$ cat config.mk
export PLATFORM = sky130hd
export DESIGN_NAME = rsc_system_reset_controller
export DESIGN_NICKNAME = d
export VERILOG_FILES = /design/src/rtl/rsc_pkg.sv /design/src/rtl/rsc_vec_if.sv /design/src/rtl/rsc_vector_fetch.sv /design/src/rtl/rsc_system_reset_controller.sv
export SDC_FILE = /design/constraint.sdc
export NUM_CORES = 1
export LEC_CHECK = 0
export ABC_AREA = 1
export BUFFER_PORTS_ARGS = -buffer_cell sky130_fd_sc_hd__buf_2
export CELL_PAD_IN_SITES_DETAIL_PLACEMENT = 2
export CELL_PAD_IN_SITES_GLOBAL_PLACEMENT = 2
export CORE_UTILIZATION = 25
export CTS_BUF_LIST = sky130_fd_sc_hd__clkbuf_4 sky130_fd_sc_hd__clkbuf_8 sky130_fd_sc_hd__clkbuf_16
export CTS_CLUSTER_DIAMETER = 150
export CTS_CLUSTER_SIZE = 24
export DETAILED_ROUTE_END_ITERATION = 10
export PLACE_DENSITY = 0.73
export RECOVER_POWER = 25
export SLEW_MARGIN = 20
export SYNTH_ARGS = -nofsm -noshare
export SYNTH_HDL_FRONTEND = slang
export SYNTH_SLANG_ARGS = --single-unit
$ cat constraint.sdc
create_clock -name i_core_clk -period 1.3 [get_ports i_core_clk]
set_input_delay 0.26 -clock i_core_clk [delete_from_list [all_inputs] [get_ports i_core_clk]]
set_output_delay 0.26 -clock i_core_clk [all_outputs]
set_load 0.01 [all_outputs]
$ cat src/rtl/rsc_pkg.sv
// constants, states and timing for the system reset controller
package rsc_pkg;

	// reset vector byte locations, low byte first
	localparam logic [15:0] RSC_VEC_ADDR_LO = 16'h0000;
	localparam logic [15:0] RSC_VEC_ADDR_HI = 16'h0001;

	// opcode that forces an internal reset when executed
	localparam logic [7:0]  RSC_OPCODE_ILLEGAL = 8'hff;

	// reset cause register layout and reset value
	localparam int          RSC_CAUSE_ILLEGAL_BIT = 7;
	localparam int          RSC_CAUSE_WATCHDOG_BIT = 4;
	localparam int          RSC_CAUSE_LOW_VOLTAGE_BIT = 0;
	localparam logic [7:0]  RSC_CAUSE_RESET = 8'h00;

	// clock rate and oscillation stabilization wait
	localparam int          RSC_CLK_PERIOD_NS = 25;
	localparam int          RSC_STAB_WAIT_NS = 1000;
	localparam logic [7:0]  RSC_STAB_WAIT_CYC =
		8'((RSC_STAB_WAIT_NS + RSC_CLK_PERIOD_NS - 1) / RSC_CLK_PERIOD_NS);

	// least low time on the reset pin, kept by the board side
	localparam int          RSC_EXT_MIN_LOW_US = 10;

	// controller states, gray coded along reset, wait, fetch, run
	typedef enum logic [1:0] {
		RSC_ST_RESET = 2'b00,
		RSC_ST_WAIT  = 2'b01,
		RSC_ST_FETCH = 2'b11,
		RSC_ST_RUN   = 2'b10
	} rsc_state_t;

	// vector fetch states, gray coded
	typedef enum logic [1:0] {
		RSC_VF_IDLE = 2'b00,
		RSC_VF_LO   = 2'b01,
		RSC_VF_HI   = 2'b11,
		RSC_VF_DONE = 2'b10
	} rsc_vf_state_t;

endpackage : rsc_pkg

$ cat src/rtl/rsc_vec_if.sv
// handshake between the reset sequencer and the vector fetch unit
`timescale 1ns/1ps
`default_nettype none
interface rsc_vec_if;
	logic        start;
	logic        done;
	logic [15:0] pc;

	modport ctrl (output start, input done, input pc);
	modport fetch (input start, output done, output pc);
endinterface : rsc_vec_if
`default_nettype wire

$ cat src/rtl/rsc_vector_fetch.sv
// reads the two reset vector bytes and forms the start address
`timescale 1ns/1ps
`default_nettype none
module rsc_vector_fetch (
	input  wire logic          i_clk,
	input  wire logic          i_rst_n,
	rsc_vec_if.fetch           vec,
	output logic               o_mem_rd,
	output logic [15:0]        o_mem_addr,
	input  wire logic [7:0]    i_mem_rdata
);

	typedef struct packed {
		rsc_pkg::rsc_vf_state_t st;
		logic                   rd;
		logic [15:0]            addr;
		logic [15:0]            pc;
		logic                   done;
	} rsc_vf_regs_t;

	rsc_vf_regs_t r_q;
	rsc_vf_regs_t r_d;

	// read data is taken at the end of the cycle the strobe is high
	always_comb begin
		r_d      = r_q;
		r_d.rd   = 1'b0;
		r_d.done = 1'b0;
		case (r_q.st)
			rsc_pkg::RSC_VF_IDLE: begin
				if (vec.start) begin
					r_d.st   = rsc_pkg::RSC_VF_LO;
					r_d.rd   = 1'b1;
					r_d.addr = rsc_pkg::RSC_VEC_ADDR_LO;
				end
			end
			rsc_pkg::RSC_VF_LO: begin
				r_d.pc[7:0] = i_mem_rdata;
				r_d.st      = rsc_pkg::RSC_VF_HI;
				r_d.rd      = 1'b1;
				r_d.addr    = rsc_pkg::RSC_VEC_ADDR_HI;
			end
			rsc_pkg::RSC_VF_HI: begin
				r_d.pc[15:8] = i_mem_rdata;
				r_d.st       = rsc_pkg::RSC_VF_DONE;
				r_d.done     = 1'b1;
			end
			default: begin
				r_d.st = rsc_pkg::RSC_VF_IDLE;
			end
		endcase
	end

	// state register
	always_ff @(posedge i_clk or negedge i_rst_n) begin
		if (!i_rst_n) begin
			r_q <= '0;
		end else begin
			r_q <= r_d;
		end
	end

	assign vec.done   = r_q.done;
	assign vec.pc     = r_q.pc;
	assign o_mem_rd   = r_q.rd;
	assign o_mem_addr = r_q.addr;

endmodule : rsc_vector_fetch
`default_nettype wire

$ cat src/rtl/rsc_system_reset_controller.sv
// system reset controller: merges reset requests and sequences release
//
// What this block does
// - five requests each cause a full chip reset.
// - after any reset start from the vector at 0000H and 0001H.
// - reset pin low holds reset; high releases onto the fast oscillator.
// - pins float during reset and the stabilization wait after it.
// - watchdog reset releases by itself, then runs on the fast oscillator.
// - supply detector resets hold until supply is good, then release.
// - executing opcode FFH raises an internal reset.
// - illegal opcode reset is blocked under debug emulation.
// - reset pin low stops all four oscillators and ignores external clock.
// - a reset ends STOP mode and runs the normal reset sequence.
// - reset out of STOP keeps RAM but reinitializes registers.
// - low voltage reset leaves the low voltage detector itself running.
// - watchdog reset also reinitializes the watchdog.
// - in reset crystal pins become inputs and the CPU clock stops.
// - in reset RAM holds above clear level; CPU, flash, RAM stop.
// - in reset clear detector runs; peripherals stop, voltage detector too unless low voltage is the only request.
// - during reset and wait only the program counter is undefined.
// - reset in standby keeps data memory and general registers.
// - cause register is 00H after pin or clear reset and after read.
`timescale 1ns/1ps
`default_nettype none
module rsc_system_reset_controller (
	input  wire logic          i_core_clk,
	input  wire logic          i_resetn,
	input  wire logic          i_ext_reset_n,
	input  wire logic          i_wdt_overflow,
	input  wire logic          i_poc_below,
	input  wire logic          i_lvd_below,
	input  wire logic          i_op_exec,
	input  wire logic [7:0]    i_op_code,
	input  wire logic          i_debug_emul,
	input  wire logic          i_stop_mode,
	input  wire logic          i_cause_read,
	input  wire logic [7:0]    i_mem_rdata,
	output logic               o_chip_reset_n,
	output logic               o_pins_hiz,
	output logic [3:0]         o_osc_stop,
	output logic               o_ext_clk_ignore,
	output logic               o_xtal_pins_input,
	output logic               o_cpu_clk_stop,
	output logic               o_core_mem_stop,
	output logic               o_ram_retain,
	output logic               o_poc_active,
	output logic               o_lvd_stop,
	output logic               o_lvd_reset_n,
	output logic               o_periph_stop,
	output logic               o_wdt_reset,
	output logic               o_stop_exit,
	output logic               o_mem_keep,
	output logic               o_pc_valid,
	output logic [15:0]        o_pc,
	output logic               o_mem_rd,
	output logic [15:0]        o_mem_addr,
	output logic [7:0]         o_reset_cause
);

	// all sequencer state in one word
	typedef struct packed {
		rsc_pkg::rsc_state_t st;
		logic [7:0]          wait_cnt;
		logic [7:0]          cause;
		logic                lvd_own;
		logic                stop_rst;
		logic                stop_exit;
		logic                vec_start;
		logic                chip_reset_n;
		logic                pins_hiz;
		logic [3:0]          osc_stop;
		logic                ext_clk_ignore;
		logic                xtal_in;
		logic                cpu_clk_stop;
		logic                core_mem_stop;
		logic                ram_retain;
		logic                poc_active;
		logic                lvd_stop;
		logic                lvd_reset_n;
		logic                periph_stop;
		logic                wdt_reset;
		logic                pc_valid;
	} rsc_regs_t;

	rsc_regs_t   r_q;
	rsc_regs_t   r_d;
	logic [1:0]  rst_sync_q;
	logic        rst_n;

	logic        req_ext;
	logic        req_poc;
	logic        req_lvd;
	logic        req_wdt;
	logic        req_ill;
	logic        any_req;
	logic        in_reset;

	rsc_vec_if vec ();

	// sequencer parked in its reset state while any request stands
	function automatic logic rsc_held(input rsc_pkg::rsc_state_t st);
		return st == rsc_pkg::RSC_ST_RESET;
	endfunction : rsc_held

	// whole reset span: reset, wait and vector fetch; only run is outside it
	function automatic logic rsc_in_span(input rsc_pkg::rsc_state_t st);
		return st != rsc_pkg::RSC_ST_RUN;
	endfunction : rsc_in_span

	// an executed illegal opcode traps unless debug emulation is on
	function automatic logic rsc_is_trap(
		input logic       exec,
		input logic [7:0] code,
		input logic       emul
	);
		return exec && (code == rsc_pkg::RSC_OPCODE_ILLEGAL) && !emul;
	endfunction : rsc_is_trap

	// the low voltage request stands alone, so its detector keeps running
	function automatic logic rsc_lvd_only(
		input logic lvd,
		input logic others
	);
		return lvd && !others;
	endfunction : rsc_lvd_only

	// next cause flags: a read clears, a new event in the same cycle wins,
	// and a pin or clear reset wipes last so it beats every set
	function automatic logic [7:0] rsc_cause_next(
		input logic [7:0] cur,
		input logic       rd,
		input logic       ill,
		input logic       wdt,
		input logic       lvd,
		input logic       wipe
	);
		logic [7:0] nxt;
		nxt = cur;
		if (rd) begin
			nxt = rsc_pkg::RSC_CAUSE_RESET;
		end
		if (ill) begin
			nxt[rsc_pkg::RSC_CAUSE_ILLEGAL_BIT] = 1'b1;
		end
		if (wdt) begin
			nxt[rsc_pkg::RSC_CAUSE_WATCHDOG_BIT] = 1'b1;
		end
		if (lvd) begin
			nxt[rsc_pkg::RSC_CAUSE_LOW_VOLTAGE_BIT] = 1'b1;
		end
		if (wipe) begin
			nxt = rsc_pkg::RSC_CAUSE_RESET;
		end
		return nxt;
	endfunction : rsc_cause_next

	// reset release through two flops; assertion stays asynchronous
	// so the rest of the block sees a release aligned to the clock, never a runt
	always_ff @(posedge i_core_clk or negedge i_resetn) begin
		if (!i_resetn) begin
			rst_sync_q <= 2'b00;
		end else begin
			rst_sync_q <= {rst_sync_q[0], 1'b1};
		end
	end
	assign rst_n = rst_sync_q[1];

	// request decode; all inputs are synchronous to the core clock
	always_comb begin
		req_ext = !i_ext_reset_n;
		req_poc = i_poc_below;
		req_lvd = i_lvd_below;
		req_wdt = i_wdt_overflow;
		req_ill = rsc_is_trap(i_op_exec, i_op_code, i_debug_emul);
		any_req = req_ext || req_poc || req_lvd || req_wdt || req_ill;
	end

	// next state and registered outputs
	always_comb begin
		r_d           = r_q;
		r_d.stop_exit = 1'b0;
		r_d.vec_start = 1'b0;
		in_reset      = 1'b1;

		case (r_q.st)
			rsc_pkg::RSC_ST_RESET: begin
				if (!any_req) begin
					r_d.st       = rsc_pkg::RSC_ST_WAIT;
					r_d.wait_cnt = 8'h00;
				end
			end
			rsc_pkg::RSC_ST_WAIT: begin
				if (r_q.wait_cnt == rsc_pkg::RSC_STAB_WAIT_CYC - 8'h01) begin
					r_d.st        = rsc_pkg::RSC_ST_FETCH;
					r_d.vec_start = 1'b1;
				end else begin
					r_d.wait_cnt = r_q.wait_cnt + 8'h01;
				end
			end
			rsc_pkg::RSC_ST_FETCH: begin
				if (vec.done) begin
					r_d.st = rsc_pkg::RSC_ST_RUN;
				end
			end
			default: begin
				r_d.st = rsc_pkg::RSC_ST_RUN;
			end
		endcase

		// any request restarts the sequence from any state
		if (any_req) begin
			r_d.st       = rsc_pkg::RSC_ST_RESET;
			r_d.wait_cnt = 8'h00;
			r_d.lvd_own  = rsc_lvd_only(req_lvd, req_ext || req_poc || req_wdt || req_ill);
			if (r_q.st == rsc_pkg::RSC_ST_RUN) begin
				r_d.stop_rst  = i_stop_mode;
				r_d.stop_exit = i_stop_mode;
			end
		end else if (!rsc_in_span(r_d.st)) begin
			r_d.lvd_own = 1'b0;
		end

		// cause flags: a read clears, a new event in the same cycle wins
		// cleared by read, pin and clear zero it
		r_d.cause = rsc_cause_next(r_q.cause, i_cause_read, req_ill, req_wdt, req_lvd,
			req_ext || req_poc);

		in_reset = rsc_in_span(r_d.st);

		r_d.pins_hiz = in_reset;
		r_d.chip_reset_n = !in_reset;
		r_d.osc_stop       = {4{req_ext && rsc_held(r_d.st)}};
		r_d.ext_clk_ignore = req_ext && rsc_held(r_d.st);
		r_d.xtal_in      = in_reset;
		r_d.cpu_clk_stop = in_reset;
		r_d.core_mem_stop = in_reset;
		r_d.ram_retain    = in_reset && !req_poc;
		r_d.poc_active  = 1'b1;
		r_d.lvd_stop    = in_reset && !r_d.lvd_own;
		r_d.periph_stop = in_reset;
		r_d.lvd_reset_n = !(in_reset && !r_d.lvd_own);
		r_d.wdt_reset = in_reset;
		r_d.pc_valid = !in_reset;
	end

	// one register for the whole state word
	always_ff @(posedge i_core_clk or negedge rst_n) begin
		if (!rst_n) begin
			// constants only, every control on its safe side
			r_q <= '{
				st:             rsc_pkg::RSC_ST_RESET,
				wait_cnt:       8'h00,
				cause:          rsc_pkg::RSC_CAUSE_RESET,
				lvd_own:        1'b0,
				stop_rst:       1'b0,
				stop_exit:      1'b0,
				vec_start:      1'b0,
				chip_reset_n:   1'b0,
				pins_hiz:       1'b1,
				osc_stop:       4'h0,
				ext_clk_ignore: 1'b0,
				xtal_in:        1'b1,
				cpu_clk_stop:   1'b1,
				core_mem_stop:  1'b1,
				ram_retain:     1'b0,
				poc_active:     1'b1,
				lvd_stop:       1'b1,
				lvd_reset_n:    1'b0,
				periph_stop:    1'b1,
				wdt_reset:      1'b1,
				pc_valid:       1'b0
			};
		end else begin
			r_q <= r_d;
		end
	end

	assign vec.start = r_q.vec_start;

	// byte fetch of the start address; the pc output shows each byte as soon as it is loaded
	rsc_vector_fetch u_vector_fetch (
		.i_clk       (i_core_clk),
		.i_rst_n     (rst_n),
		.vec         (vec),
		.o_mem_rd    (o_mem_rd),
		.o_mem_addr  (o_mem_addr),
		.i_mem_rdata (i_mem_rdata)
	);

	// outputs straight from the state word: chip reset and pin float
	assign o_chip_reset_n    = r_q.chip_reset_n;
	assign o_pins_hiz        = r_q.pins_hiz;

	// clock controls
	assign o_osc_stop        = r_q.osc_stop;
	assign o_ext_clk_ignore  = r_q.ext_clk_ignore;
	assign o_xtal_pins_input = r_q.xtal_in;
	assign o_cpu_clk_stop    = r_q.cpu_clk_stop;

	// core and memory
	assign o_core_mem_stop   = r_q.core_mem_stop;
	assign o_ram_retain      = r_q.ram_retain;

	// supply detectors
	assign o_poc_active      = r_q.poc_active;
	assign o_lvd_stop        = r_q.lvd_stop;
	assign o_lvd_reset_n     = r_q.lvd_reset_n;

	// peripherals and watchdog
	assign o_periph_stop     = r_q.periph_stop;
	assign o_wdt_reset       = r_q.wdt_reset;

	// standby exit; memory keep is a level until the next reset from run
	assign o_stop_exit       = r_q.stop_exit;
	assign o_mem_keep        = r_q.stop_rst;

	// start address, shown valid only once the core runs
	assign o_pc_valid        = r_q.pc_valid;
	assign o_pc              = vec.pc;

	// reset cause flags
	assign o_reset_cause     = r_q.cause;

endmodule : rsc_system_reset_controller
`default_nettype wire

Word level (Yosys, flattened, before mapping)
Index checks and enable logic that the tools add are counted.
{ "totals": {"ff_bits": 67, "in_bits": 26, "out_inout_bits": 60, "elab_cells": 89} }
{ "classes": {"addsub": 1, "n_eq_ne": 11, "mux": 22, "reduce_logical": 31} }
{ "op_table": {"columns": ["operator", "count"], "rows": [
  ["$pmux W17 S2", 1],
  ["$mux W8", 3],
  ["$mux W10", 2],
  ["$mux W19", 1],
  ["$pmux W8 S2", 1],
  ["$pmux W2 S3", 2],
  ["$reduce_bool A3 Y1", 4],
  ["$mux W1", 10],
  ["$add A8 B1 Y8 const B", 1],
  ["$eq A8 B6 Y1 const B", 1],
  ["$eq A8 B8 Y1 const B", 1],
  ["$logic_not A1 Y1", 7],
  ["$eq A2 B2 Y1 const B", 3],
  ["$logic_and A1 B1 Y1", 6],
  ["$logic_not A2 Y1", 3],
  ["$logic_or A1 B1 Y1", 6],
  ["$ne A2 B2 Y1 const B", 3],
  ["$reduce_and A2 Y1", 3],
  ["$eq A2 B1 Y1 const B", 2],
  ["$mux W2", 2],
  ["$reduce_bool A2 Y1", 2],
  ["$ne A3 B3 Y1 const B", 1]
]} }

Longest topological paths before layout
Gate-level depths: netlist of run 1.
{ "logic_depth": {"ltp_word": 13, "mapped_depth": 10, "ltp_nobuf": 10} }

By module
From an unflattened synthesis of run 1, not the netlist that was laid out.
{ "hier_totals": {"hier_cells": 287, "hier_area_um2": 2432.3} }
{ "modules_own_cells": {"columns": ["module", "n_inst", "cells_each", "area_per_inst_um2", "seq_area_each_um2"], "rows": [
  ["rsc_system_reset_controller", 1, 171, 1366.3, 628.1],
  ["rsc_vector_fetch", 1, 116, 1066.0, 525.5]
]} }

Worst setup path before layout of run 1
Ideal clock, no wire load.
{ "synth_path": {"kind": "register to register", "startpoint": "reg r_q[30] (netlist bit)", "endpoint": "reg r_q[36] (netlist bit)", "setup_time_ns": 0.119, "arrival_time_ns": 1.191, "required_time_ns": 1.181, "setup_slack_ns": -0.010, "stages_incl_launch_ff": 10, "n_path_buf": 1, "period_less_slack_ns": 1.310, "path_cell_list": "dfrtp_1 > ha_1 > nand2_2 > nor2_1 > nand2_1 > nand2_2 > nand3_2 > buf_6 > a21oi_1 > nor2_1"} }
{ "synth_between": {"elab_chain_cells": 4, "word_cells_on_any_way": 7, "cone_classes": "1 x add/sub; 2 x eq/ne; 3 x mux; 1 x reduce/logical"} }
{ "synth_rtl": {"columns": ["item", "line_no", "rtl"], "rows": [
  ["from (decl)", "rsc_system_reset_controller.sv:85", "rsc_regs_t r_q;"],
  ["from (signal assigned)", "rsc_system_reset_controller.sv:250", "r_q <= '{"],
  ["from (signal assigned)", "rsc_system_reset_controller.sv:274", "r_q <= r_d;"],
  ["$add A8 B1 Y8", "rsc_system_reset_controller.sv:197", "r_d.wait_cnt = r_q.wait_cnt + 8'h01;"],
  ["$mux W8", "rsc_system_reset_controller.sv:193", "if (r_q.wait_cnt == rsc_pkg::RSC_STAB_WAIT_CYC - 8'h01) begin"],
  ["$pmux W8 S2", "rsc_system_reset_controller.sv:185", "case (r_q.st)"],
  ["$mux W10", "rsc_system_reset_controller.sv:211", "if (any_req) begin"]
]} }
Several ways; a longest one is shown, not always the timed one. The select of a mux whose other input is x is not followed.
A chain may end at the register's enable or synchronous reset.

Worst setup path after layout of run 1
{ "layout_path": {"startpoint": "reg r_q[30] (netlist bit)", "endpoint": "reg r_q[31] (netlist bit)"} }
Same word-level chain as after synthesis.

==> results of run 1 <==
-- metrics by stage --
step	instances	utilization	total power [uW]	TNS, ps	setup slack [ps]
2_1_floorplan	282	-	1740	-2.21	-2.21
3_3_place_gp	424	0.289	1750	-762	-126
3_5_place_dp	424	0.289	1760	-1630	-221
4_1_cts	436	0.308	2830	-505	-82.1
5_1_grt	437	0.312	2910	-1500	-180
6_report	437	0.312	2770	-629	-102
-- sequential cells by signal (all words and copies together) (netlist names), 2 cells and up --
| register | flops |
|---|---|
| o_reset_cause | 3 |
| rst_sync_q | 2 |
| u_vector_fetch.r_q | 2 |
| r_q | 11 |
| u_vector_fetch.vec.pc | 16 |
-- cell families (layout without fill, tap and decap cells) --
group,after synthesis,count (layout),synth area share
buf+inv,92,135,0.237
xor+xnor,2,2,0.00746
compound gates,35,35,0.0762
fa+ha+maj,1,1,0.00533
simple gates,84,85,0.180
flops,46,46,0.491
other cells,2,22,0.00320
-- cell usage after synthesis, drive strengths merged --
cell type and number:
a21oi 10, buf 54, clkbuf 2, conb 2, dfrtp 44, dfstp 2
ha 1, inv 36, nand2 53, nand3 9, nand4 2, nor2 17
nor3 1, o21ai 25, or2 2, xor2 2
-- power groups by stage --
stage | Sequential [uW] | Combinational (uW) | Clock, uW
4_1_cts | 1490 | 252 | 1090
3_3_place_gp | 1510 | 240 | 0
3_5_place_dp | 1520 | 247 | 0
5_1_grt | 1490 | 277 | 1140
6_report | 1490 | 243 | 1040
2_1_floorplan | 1530 | 204 | 0
-- final cells by class --
type | count | area [um^2]
Fill cell | 1044 | 6300
Clock buffer | 5 | 68.8
Timing Repair Buffer | 91 | 537
Sequential cell | 46 | 1150
Inverter | 36 | 138
Tap cell | 111 | 139
Clock inverter | 3 | 40.0
Multi-Input combinational cell | 145 | 774
-- per-layer routing --
metal	wire length (um)	GRT usage	vias up	part of all wire
li1	-	-	853	-
met1	2180	0.131	869	0.41
met2	2870	0.225	54	0.54
met3	255	0.0262	5	0.048
met4	46	0.0276	0	0.0086
met5	0	0	-	0
-- worst max path at each step --
stage | start | end | slack (ps) | depth (start not counted)
floorplan | r_q[30]$_DFFE_PN0P_ | r_q[31]$_DFFE_PN0P_ | -2 | 9
detailed placement | r_q[30]$_DFFE_PN0P_ | r_q[34]$_DFFE_PN0P_ | -220 | 9
global placement | r_q[30]$_DFFE_PN0P_ | r_q[31]$_DFFE_PN0P_ | -130 | 8
finish | r_q[30]$_DFFE_PN0P_ | r_q[31]$_DFFE_PN0P_ | -100 | 8
global route | r_q[30]$_DFFE_PN0P_ | r_q[29]$_DFFE_PN0P_ | -180 | 8
CTS | r_q[30]$_DFFE_PN0P_ | r_q[35]$_DFFE_PN0P_ | -80 | 8
-- worst register-to-register path, stage by stage (launching register included) --
cell and delay [ps]:
dfrtp_1 370, ha_2 200, nand2_2 80, nor2_2 110, nand2_2 90, nand2_4 120
nand3_4 130, a21oi_2 150, nor2_1 50
-- timing repair --
item	4_1_cts	5_1_grt
cloned	1	0
resized for setup	9	12
pin swaps	7	11
hold buffers	1	0
buffers inserted	2	1
endpoints found under the hold margin	2	0
endpoints found under the setup margin	10	25
==> flow_metrics.env, run 1 <==
export IMPL_max_freq_ghz=0.713
export IMPL_antenna_found_initial=0
export IMPL_hold_viol_final=0
export IMPL_worstPathBufferInverterCount=0
export IMPL_clock_skew_ps=5.60
export IMPL_r2r_start="r_q[30]$_DFFE_PN0P_"
export IMPL_ys_seq_area_frac=0.491
export IMPL_yosys_area_top_type="dfrtp_1"
export IMPL_cpPeakStageDelay_ps=370
export IMPL_cts_max_path_buffers=2
export IMPL_insertion_delay_ps=290
export IMPL_viasPerCell=4.08
export IMPL_htreeDepth=2
export IMPL_finalSetupViolCount=8
export IMPL_cts_buffers_inserted=5
export IMPL_leakagePower_uw=0.00152
export IMPL_period_needed_ps=1400
export IMPL_rrSetupSlack_ps=-100
export IMPL_worstPathRequired_ps=1490
export IMPL_synth_area_um2=2350
export IMPL_ir_drop_mv=0.604
export IMPL_cts_sinks=46
export IMPL_synthTopCellsByArea="dfrtp_1 47%, buf_4 16%, nand2_1 7.4%"
export IMPL_fin_area_um2=2850
export IMPL_crit_path_frequent_cell="nand2_2"
export IMPL_grt_pass1_vias=1935
export IMPL_avgSynthCellArea_um2=8.96
export IMPL_drc=0
export IMPL_violations="negative setup slack"
export IMPL_fp_row_count=35
export IMPL_slew_headroom=0.416
export IMPL_dieArea_um2=9790
export IMPL_cap_violations=0
export IMPL_gp_congestion=0.779
export IMPL_core_area_um2=9150
export IMPL_switchingPower_uw=651
export IMPL_synth_warnings=0
export IMPL_mostFrequentLayoutCells="60 x buf_2, 45 x nand2_1, 43 x dfrtp_1"
export IMPL_cp_end_kind="flip-flop"
export IMPL_synth_seq_cells=46
export IMPL_syn_to_final_growth_pct=21.4
export IMPL_drive_gt1_frac=0.399
export IMPL_slew_violations=0
export IMPL_rsz0062_at_grt="yes"
export IMPL_p_clk_frac=0.376
export IMPL_io_pins=86
export IMPL_first_pass_iters=4
export IMPL_crit_fanout=6
export IMPL_dpl_hpwl_um=4020
export IMPL_drt_wirelength_per_cell_um=12.3
export IMPL_grt_overflow=0
export IMPL_synthCells=262
export IMPL_slowest_stage="dfrtp_1"
export IMPL_worstHoldStart="i_ext_reset_n"
export IMPL_hp_class="input pin to flip-flop"
export IMPL_layout_nets=352
export IMPL_ff2ff_path_depth=8
export IMPL_worst_slew_pin_slew_ps=875
export IMPL_outcome="complete, but fails checks"
export IMPL_holdWs_ps=152
export IMPL_post_synth_top_area_fraction=0.469
export IMPL_grt_pass1_wl_um=9040
export IMPL_period_share=1.08
export IMPL_r2r_end="r_q[31]$_DFFE_PN0P_"
export IMPL_hold_depth=2
export IMPL_power_internal_uw=2120
export IMPL_die_x_um=98.9
export IMPL_cp_top_family="simple AND/OR/NAND/NOR gates"
export IMPL_fin_ws_ps=-102
export IMPL_pwr_share_comb=0.088
export IMPL_final_common_cell="buf_2"
export IMPL_ant_nets=0
export IMPL_port_buffer_count=64
export IMPL_pwr_share_seq=0.536
export IMPL_critical_path_class="flip-flop to flip-flop"
export IMPL_cts_tree="yes"
export IMPL_drtIter0Drc=44
export IMPL_arrival_ps=1590
export IMPL_wl_um=5350
export IMPL_initial_utilization=0.257
export IMPL_hold_path_end="o_ext_clk_ignore$_DFF_PN0_"
export IMPL_grt_usage=0.118
export IMPL_switching_share=0.235
export IMPL_die_h_um=98.9
export IMPL_worstPathCellList="ha_2 > nand2_2 > nor2_2 > nand2_2 > nand2_4 > nand3_4 > a21oi_2 > nor2_1"
export IMPL_cts_clk_slew_worst_paths_ps=90
export IMPL_cp_start_kind="flip-flop"
export IMPL_num_vias=1781
export IMPL_diodes=0
export IMPL_placed_cell_area_um2=2650
export IMPL_cts_root_buf="clkbuf_8"
export IMPL_synth_cell_types=27
export IMPL_grt_max_degree=29
export IMPL_powerDensity_nw_per_um2=972
No activity file was read; power rests on OpenSTA's default activity.
==> run 2: changes to the inputs <==
- ABC_CLOCK_PERIOD_IN_PS: not set -> 1300
- RECOVER_POWER: 25 -> 50
==> run 2 against run 1 <==
Net effect: the flow still finishes with violations (negative setup slack); flip-flop and latch count stayed put; count of clock-buffer cells in the layout stayed put; cell count stayed put; sequential share of layout area is 0.089 points higher; critical endpoint unchanged; largest power group unchanged; highest routed layer unchanged.
==> flow_metrics.env, run 2 (synthesized netlist as in run 1, its figures left out) <==
export IMPL_grt_pass1_vias=1935
export IMPL_worstPathRequired_ps=1490
export IMPL_num_vias=1781
export IMPL_period_needed_ps=1400
export IMPL_fin_area_um2=2850
export IMPL_cts_max_path_buffers=2
export IMPL_ir_drop_mv=0.604
export IMPL_placed_cell_area_um2=2650
export IMPL_critical_path_class="flip-flop to flip-flop"
export IMPL_cts_clk_slew_worst_paths_ps=90
export IMPL_leakagePower_uw=0.00152
export IMPL_arrival_ps=1590
export IMPL_fin_ws_ps=-102
export IMPL_crit_fanout=6
export IMPL_drtIter0Drc=44
export IMPL_timing_setup_tns_ps=-629
export IMPL_cts_root_buf="clkbuf_8"
export IMPL_cts_tree="yes"
export IMPL_dpl_hpwl_um=4020
export IMPL_ant_nets=0
export IMPL_p_total_uw=2770
export IMPL_slew_violations=0
export IMPL_antenna_found_initial=0
export IMPL_first_pass_iters=4
export IMPL_worstHoldStart="i_ext_reset_n"
export IMPL_violations="negative setup slack"
export IMPL_worst_slew_pin_slew_ps=875
export IMPL_syn_to_final_growth_pct=21.2
export IMPL_viasPerCell=4.08
export IMPL_slew_headroom=0.416
export IMPL_max_freq_ghz=0.713
export IMPL_die_h_um=98.9
export IMPL_fp_row_count=35
export IMPL_crit_start="r_q[30]$_DFFE_PN0P_"
export IMPL_cts_sinks=46
export IMPL_grt_overflow=0
export IMPL_grt_usage=0.118
export IMPL_port_buffer_count=64
export IMPL_io_pins=86
export IMPL_dp_slack_ps=-221
export IMPL_drc=0
export IMPL_mostFrequentLayoutCells="60 x buf_2, 45 x nand2_1, 43 x dfrtp_1"
export IMPL_diodes=0
export IMPL_die_x_um=98.9
export IMPL_cp_end_kind="flip-flop"
export IMPL_layout_nets=352
export IMPL_grt_max_degree=29
export IMPL_hold_viol_final=0
export IMPL_period_share=1.08
export IMPL_insertion_delay_ps=290
export IMPL_clock_skew_ps=5.60
export IMPL_initial_utilization=0.257
export IMPL_cp_start_kind="flip-flop"
export IMPL_hp_class="input pin to flip-flop"
export IMPL_gp_congestion=0.779
export IMPL_drive_gt1_frac=0.396
export IMPL_core_area_um2=9150
export IMPL_cap_violations=0
export IMPL_outcome="complete, but fails checks"
export IMPL_r2r_start="r_q[30]$_DFFE_PN0P_"
export IMPL_rsz0062_at_grt="yes"
export IMPL_final_common_cell="buf_2"
export IMPL_cts_buffers_inserted=5
export IMPL_wl_um=5350
export IMPL_powerDensity_nw_per_um2=974
export IMPL_dieArea_um2=9790
export IMPL_drt_wirelength_per_cell_um=12.2
export IMPL_finalSetupViolCount=8
export IMPL_largest_reg_flops=16
export IMPL_htreeDepth=2
export IMPL_grt_pass1_wl_um=9040
[run 2: cell types whose count changed in the layout (fill, tap and decap cells not counted)]
cell	before	now
clkbuf_1	2	3
buf_4	24	22
clkbuf_2	1	2
[run 2: metal layers]
| metal | part of all wire | global-route usage |
|---|---|---|
| met1 | 0.41 | 0.131 |
| met2 | 0.54 | 0.225 |
| met3 | 0.048 | 0.0262 |
| met4 | 0.0086 | 0.0276 |
| met5 | 0 | 0 |
[run 2: final timing paths]
check | slack, ps | cells past startpoint | endpoint
setup / recovery | -100 | 8 | r_q[31]$_DFFE_PN0P_
hold / removal | 150 | 2 | o_ext_clk_ignore$_DFF_PN0_
setup reg to reg | -100 | 8 | r_q[31]$_DFFE_PN0P_
hold reg to reg | 360 | 0 | rst_sync_q[1]$_DFF_PN0_
max in group asynchronous | 300 | 1 | u_vector_fetch.vec.pc[7]$_DFFE_PN0P_
min in group asynchronous | 280 | 2 | rst_sync_q[0]$_DFF_PN0_
[run 2: worst max-delay path, cell delays in order, from the launching register on]
cell,delay [ps]
dfrtp_1,370
ha_2,200
nand2_2,80
nor2_2,110
nand2_2,90
nand2_4,120
nand3_4,130
a21oi_2,140
nor2_1,50
[run 2: final cells by class]
class                   instances  area, um^2
clock buffers                   5        68.8
clock inverters                 3        40.0
fillers                      1047        6310
inverters                      36         138
multi-input cells             145         774
flip-flops and latches         46        1150
well taps                     111         139
repair buffers                 91         531
[run 2: where the power goes]
part	switching (uW)	internal (uW)	leakage, uW
logic	156	86.5	0.000875
registers	17.6	1470	0.000587
clock network	477	566	0.0000579
total	650	2120	0.00152
[run 2: what timing repair did]
action                                  in CTS  in global routing
gates resized for setup                      9                 12
hold endpoints to repair                     2                  0
hold buffers                                 1                  0
buffers inserted                             2                  1
pin swaps                                    7                 11
endpoints found under the setup margin      10                 25
gates cloned                                 1                  0
[run 2: per-stage QoR]
step	hold slack [ps]	utilization	instances
after floorplan	-35.6	-	282
after global placement	47.7	0.289	424
after detailed placement	47.1	0.289	424
after CTS	118	0.308	436
after global routing	143	0.311	437
final	152	0.311	437
==> run 3: changes to the inputs <==
- GPL_TIMING_DRIVEN: not set -> 0
==> run 3 against run 2 <==
Net effect: the flow still finishes with violations (negative setup slack); via count is 6.2% higher; count of clock-buffer cells in the layout is the same; largest power group unchanged; clock power rose by 5%; maximum frequency shrank 4.9%; routed wire length increased by 5.2%; worst hold slack worse by 13 ps; die area stayed put; setup slack worse by 72 ps; cell count increased by 8.5%; utilization up 3.9 points; critical endpoint is now vec.start$_DFF_PN0_.
==> flow_metrics.env, run 3 (synthesized netlist as in run 1, its figures left out) <==
export IMPL_slew_violations=0
export IMPL_core_area_um2=9150
export IMPL_drive_gt1_frac=0.466
export IMPL_final_common_cell="buf_2"
export IMPL_initial_utilization=0.257
export IMPL_hold_viol_final=0
export IMPL_period_share=1.13
export IMPL_r2r_end="vec.start$_DFF_PN0_"
export IMPL_diodes=0
export IMPL_worstPathRequired_ps=1540
export IMPL_top_usage_layer="met2"
export IMPL_period_needed_ps=1470
export IMPL_hold_depth=2
export IMPL_cp_start_kind="flip-flop"
export IMPL_placed_cell_area_um2=2890
export IMPL_outcome="complete, but fails checks"
export IMPL_dp_slack_ps=-195
export IMPL_rsz0062_at_grt="yes"
export IMPL_cts_clk_slew_worst_paths_ps=90
export IMPL_powerDensity_nw_per_um2=911
export IMPL_largest_reg_flops=16
export IMPL_hold_path_end="o_ext_clk_ignore$_DFF_PN0_"
export IMPL_cts_buffers_inserted=5
export IMPL_finalSetupViolCount=15
export IMPL_grt_pass1_wl_um=9300
export IMPL_hp_class="input pin to flip-flop"
export IMPL_gp_congestion=0.711
export IMPL_r2r_start="r_q[30]$_DFFE_PN0P_"
export IMPL_use_met2=0.218
export IMPL_num_vias=1892
export IMPL_die_x_um=98.9
export IMPL_worst_slew_pin_slew_ps=586
export IMPL_holdWs_ps=139
export IMPL_max_freq_ghz=0.678
export IMPL_layout_nets=389
export IMPL_first_pass_iters=3
export IMPL_cts_sinks=46
export IMPL_crit_fanout=3
export IMPL_ff2ff_path_depth=9
export IMPL_fin_area_um2=3200
export IMPL_violations="negative setup slack"
export IMPL_leakagePower_uw=0.00175
export IMPL_clock_skew_ps=4.58
export IMPL_cp_end_kind="flip-flop"
export IMPL_wl_um=5630
export IMPL_antenna_found_initial=0
export IMPL_met3_usage=0.0241
export IMPL_grt_usage=0.119
export IMPL_drc=0
export IMPL_cts_tree="yes"
export IMPL_drt_wirelength_per_cell_um=11.9
export IMPL_ir_drop_mv=0.455
export IMPL_drtIter0Drc=33
export IMPL_viasPerCell=3.99
export IMPL_htreeDepth=2
export IMPL_dpl_hpwl_um=4140
export IMPL_worstHoldStart="i_ext_reset_n"
export IMPL_die_h_um=98.9
export IMPL_critical_path_class="flip-flop to flip-flop"
export IMPL_slew_headroom=0.609
export IMPL_port_buffer_count=64
export IMPL_io_pins=86
export IMPL_fp_row_count=35
export IMPL_cts_root_buf="clkbuf_8"
export IMPL_met1_usage=0.140
export IMPL_cap_violations=0
export IMPL_cts_max_path_buffers=2
export IMPL_grt_overflow=0
export IMPL_ant_nets=0
export IMPL_grt_pass1_vias=1990
export IMPL_insertion_delay_ps=300
export IMPL_mostFrequentLayoutCells="55 x buf_2, 54 x buf_4, 44 x nand2_1"
export IMPL_fin_ws_ps=-174
export IMPL_rrSetupSlack_ps=-170
export IMPL_syn_to_final_growth_pct=36.3
export IMPL_arrival_ps=1710
export IMPL_dieArea_um2=9790
export IMPL_grt_max_degree=45
## run 3: changes by cell type in the layout (fill, tap and decap cells not counted), moves of 2 or more
cell / previous run / this run
buf_2: 60 / 55
buf_6: 3 / 17
clkbuf_2: 2 / 0
buf_4: 22 / 54
o21ai_0: 18 / 16
o21ai_1: 6 / 8
## run 3: how the worst max path moves through the flow
stage / from / to / slack (ps) / cells after the start
3_3_place_gp: r_q[30]$_DFFE_PN0P_ / r_q[31]$_DFFE_PN0P_ / -140 / 9
3_5_place_dp: r_q[30]$_DFFE_PN0P_ / r_q[31]$_DFFE_PN0P_ / -190 / 9
6_report: r_q[30]$_DFFE_PN0P_ / vec.start$_DFF_PN0_ / -170 / 9
4_1_cts: r_q[30]$_DFFE_PN0P_ / r_q[31]$_DFFE_PN0P_ / -190 / 9
2_1_floorplan: r_q[30]$_DFFE_PN0P_ / r_q[31]$_DFFE_PN0P_ / -2 / 9
5_1_grt: r_q[30]$_DFFE_PN0P_ / r_q[31]$_DFFE_PN0P_ / -260 / 9
## run 3: per-layer routing
layer  wire length (um)  part of all wire  up-vias
met3                272             0.048        6
met5                  0                 0        -
met2               2910              0.52       56
li1                   -                 -      928
met4                 80             0.014        0
met1               2360              0.42      902
## run 3: critical path: stages (launching register included)
cell and delay [ps]:
dfrtp_1 390, ha_2 200, nand2_2 80, nor2_4 100
nand2_2 100, buf_4 150, buf_6 100, buf_4 110
buf_4 120, nor2_2 70
## run 3: timing repair
| item | CTS | global route |
|---|---|---|
| hold buffers | 1 | 0 |
| gates resized for setup | 21 | 18 |
| endpoints found under the hold margin | 2 | 0 |
| buffers inserted | 5 | 4 |
| endpoints found under the setup margin | 24 | 24 |
| pin swaps | 1 | 6 |
| cloned | 1 | 0 |
## run 3: metrics by stage
stage	setup TNS (ps)	cells	power [uW]	util
after global routing	-2750	474	3060	0.350
after detailed placement	-1410	457	1850	0.316
final	-1690	474	2920	0.350
after floorplan	-2.21	282	1740	-
after global placement	-924	457	1840	0.316
after CTS	-1780	471	2970	0.342
## run 3: cell type report
type | instances | area (um^2)
sequential | 46 | 1160
tap | 111 | 139
buffer | 55 | 435
inverter | 36 | 138
clock buffer | 5 | 68.8
clock inverter | 3 | 43.8
timing repair buffer | 74 | 454
multi-input combinational | 144 | 766
fill | 1040 | 5950
## run 3: report_power, final
group	switching [uW]	total (uW)	internal, uW
Clock	516	1090	577
Combinational	146	310	165
Sequential	45.3	1510	1470
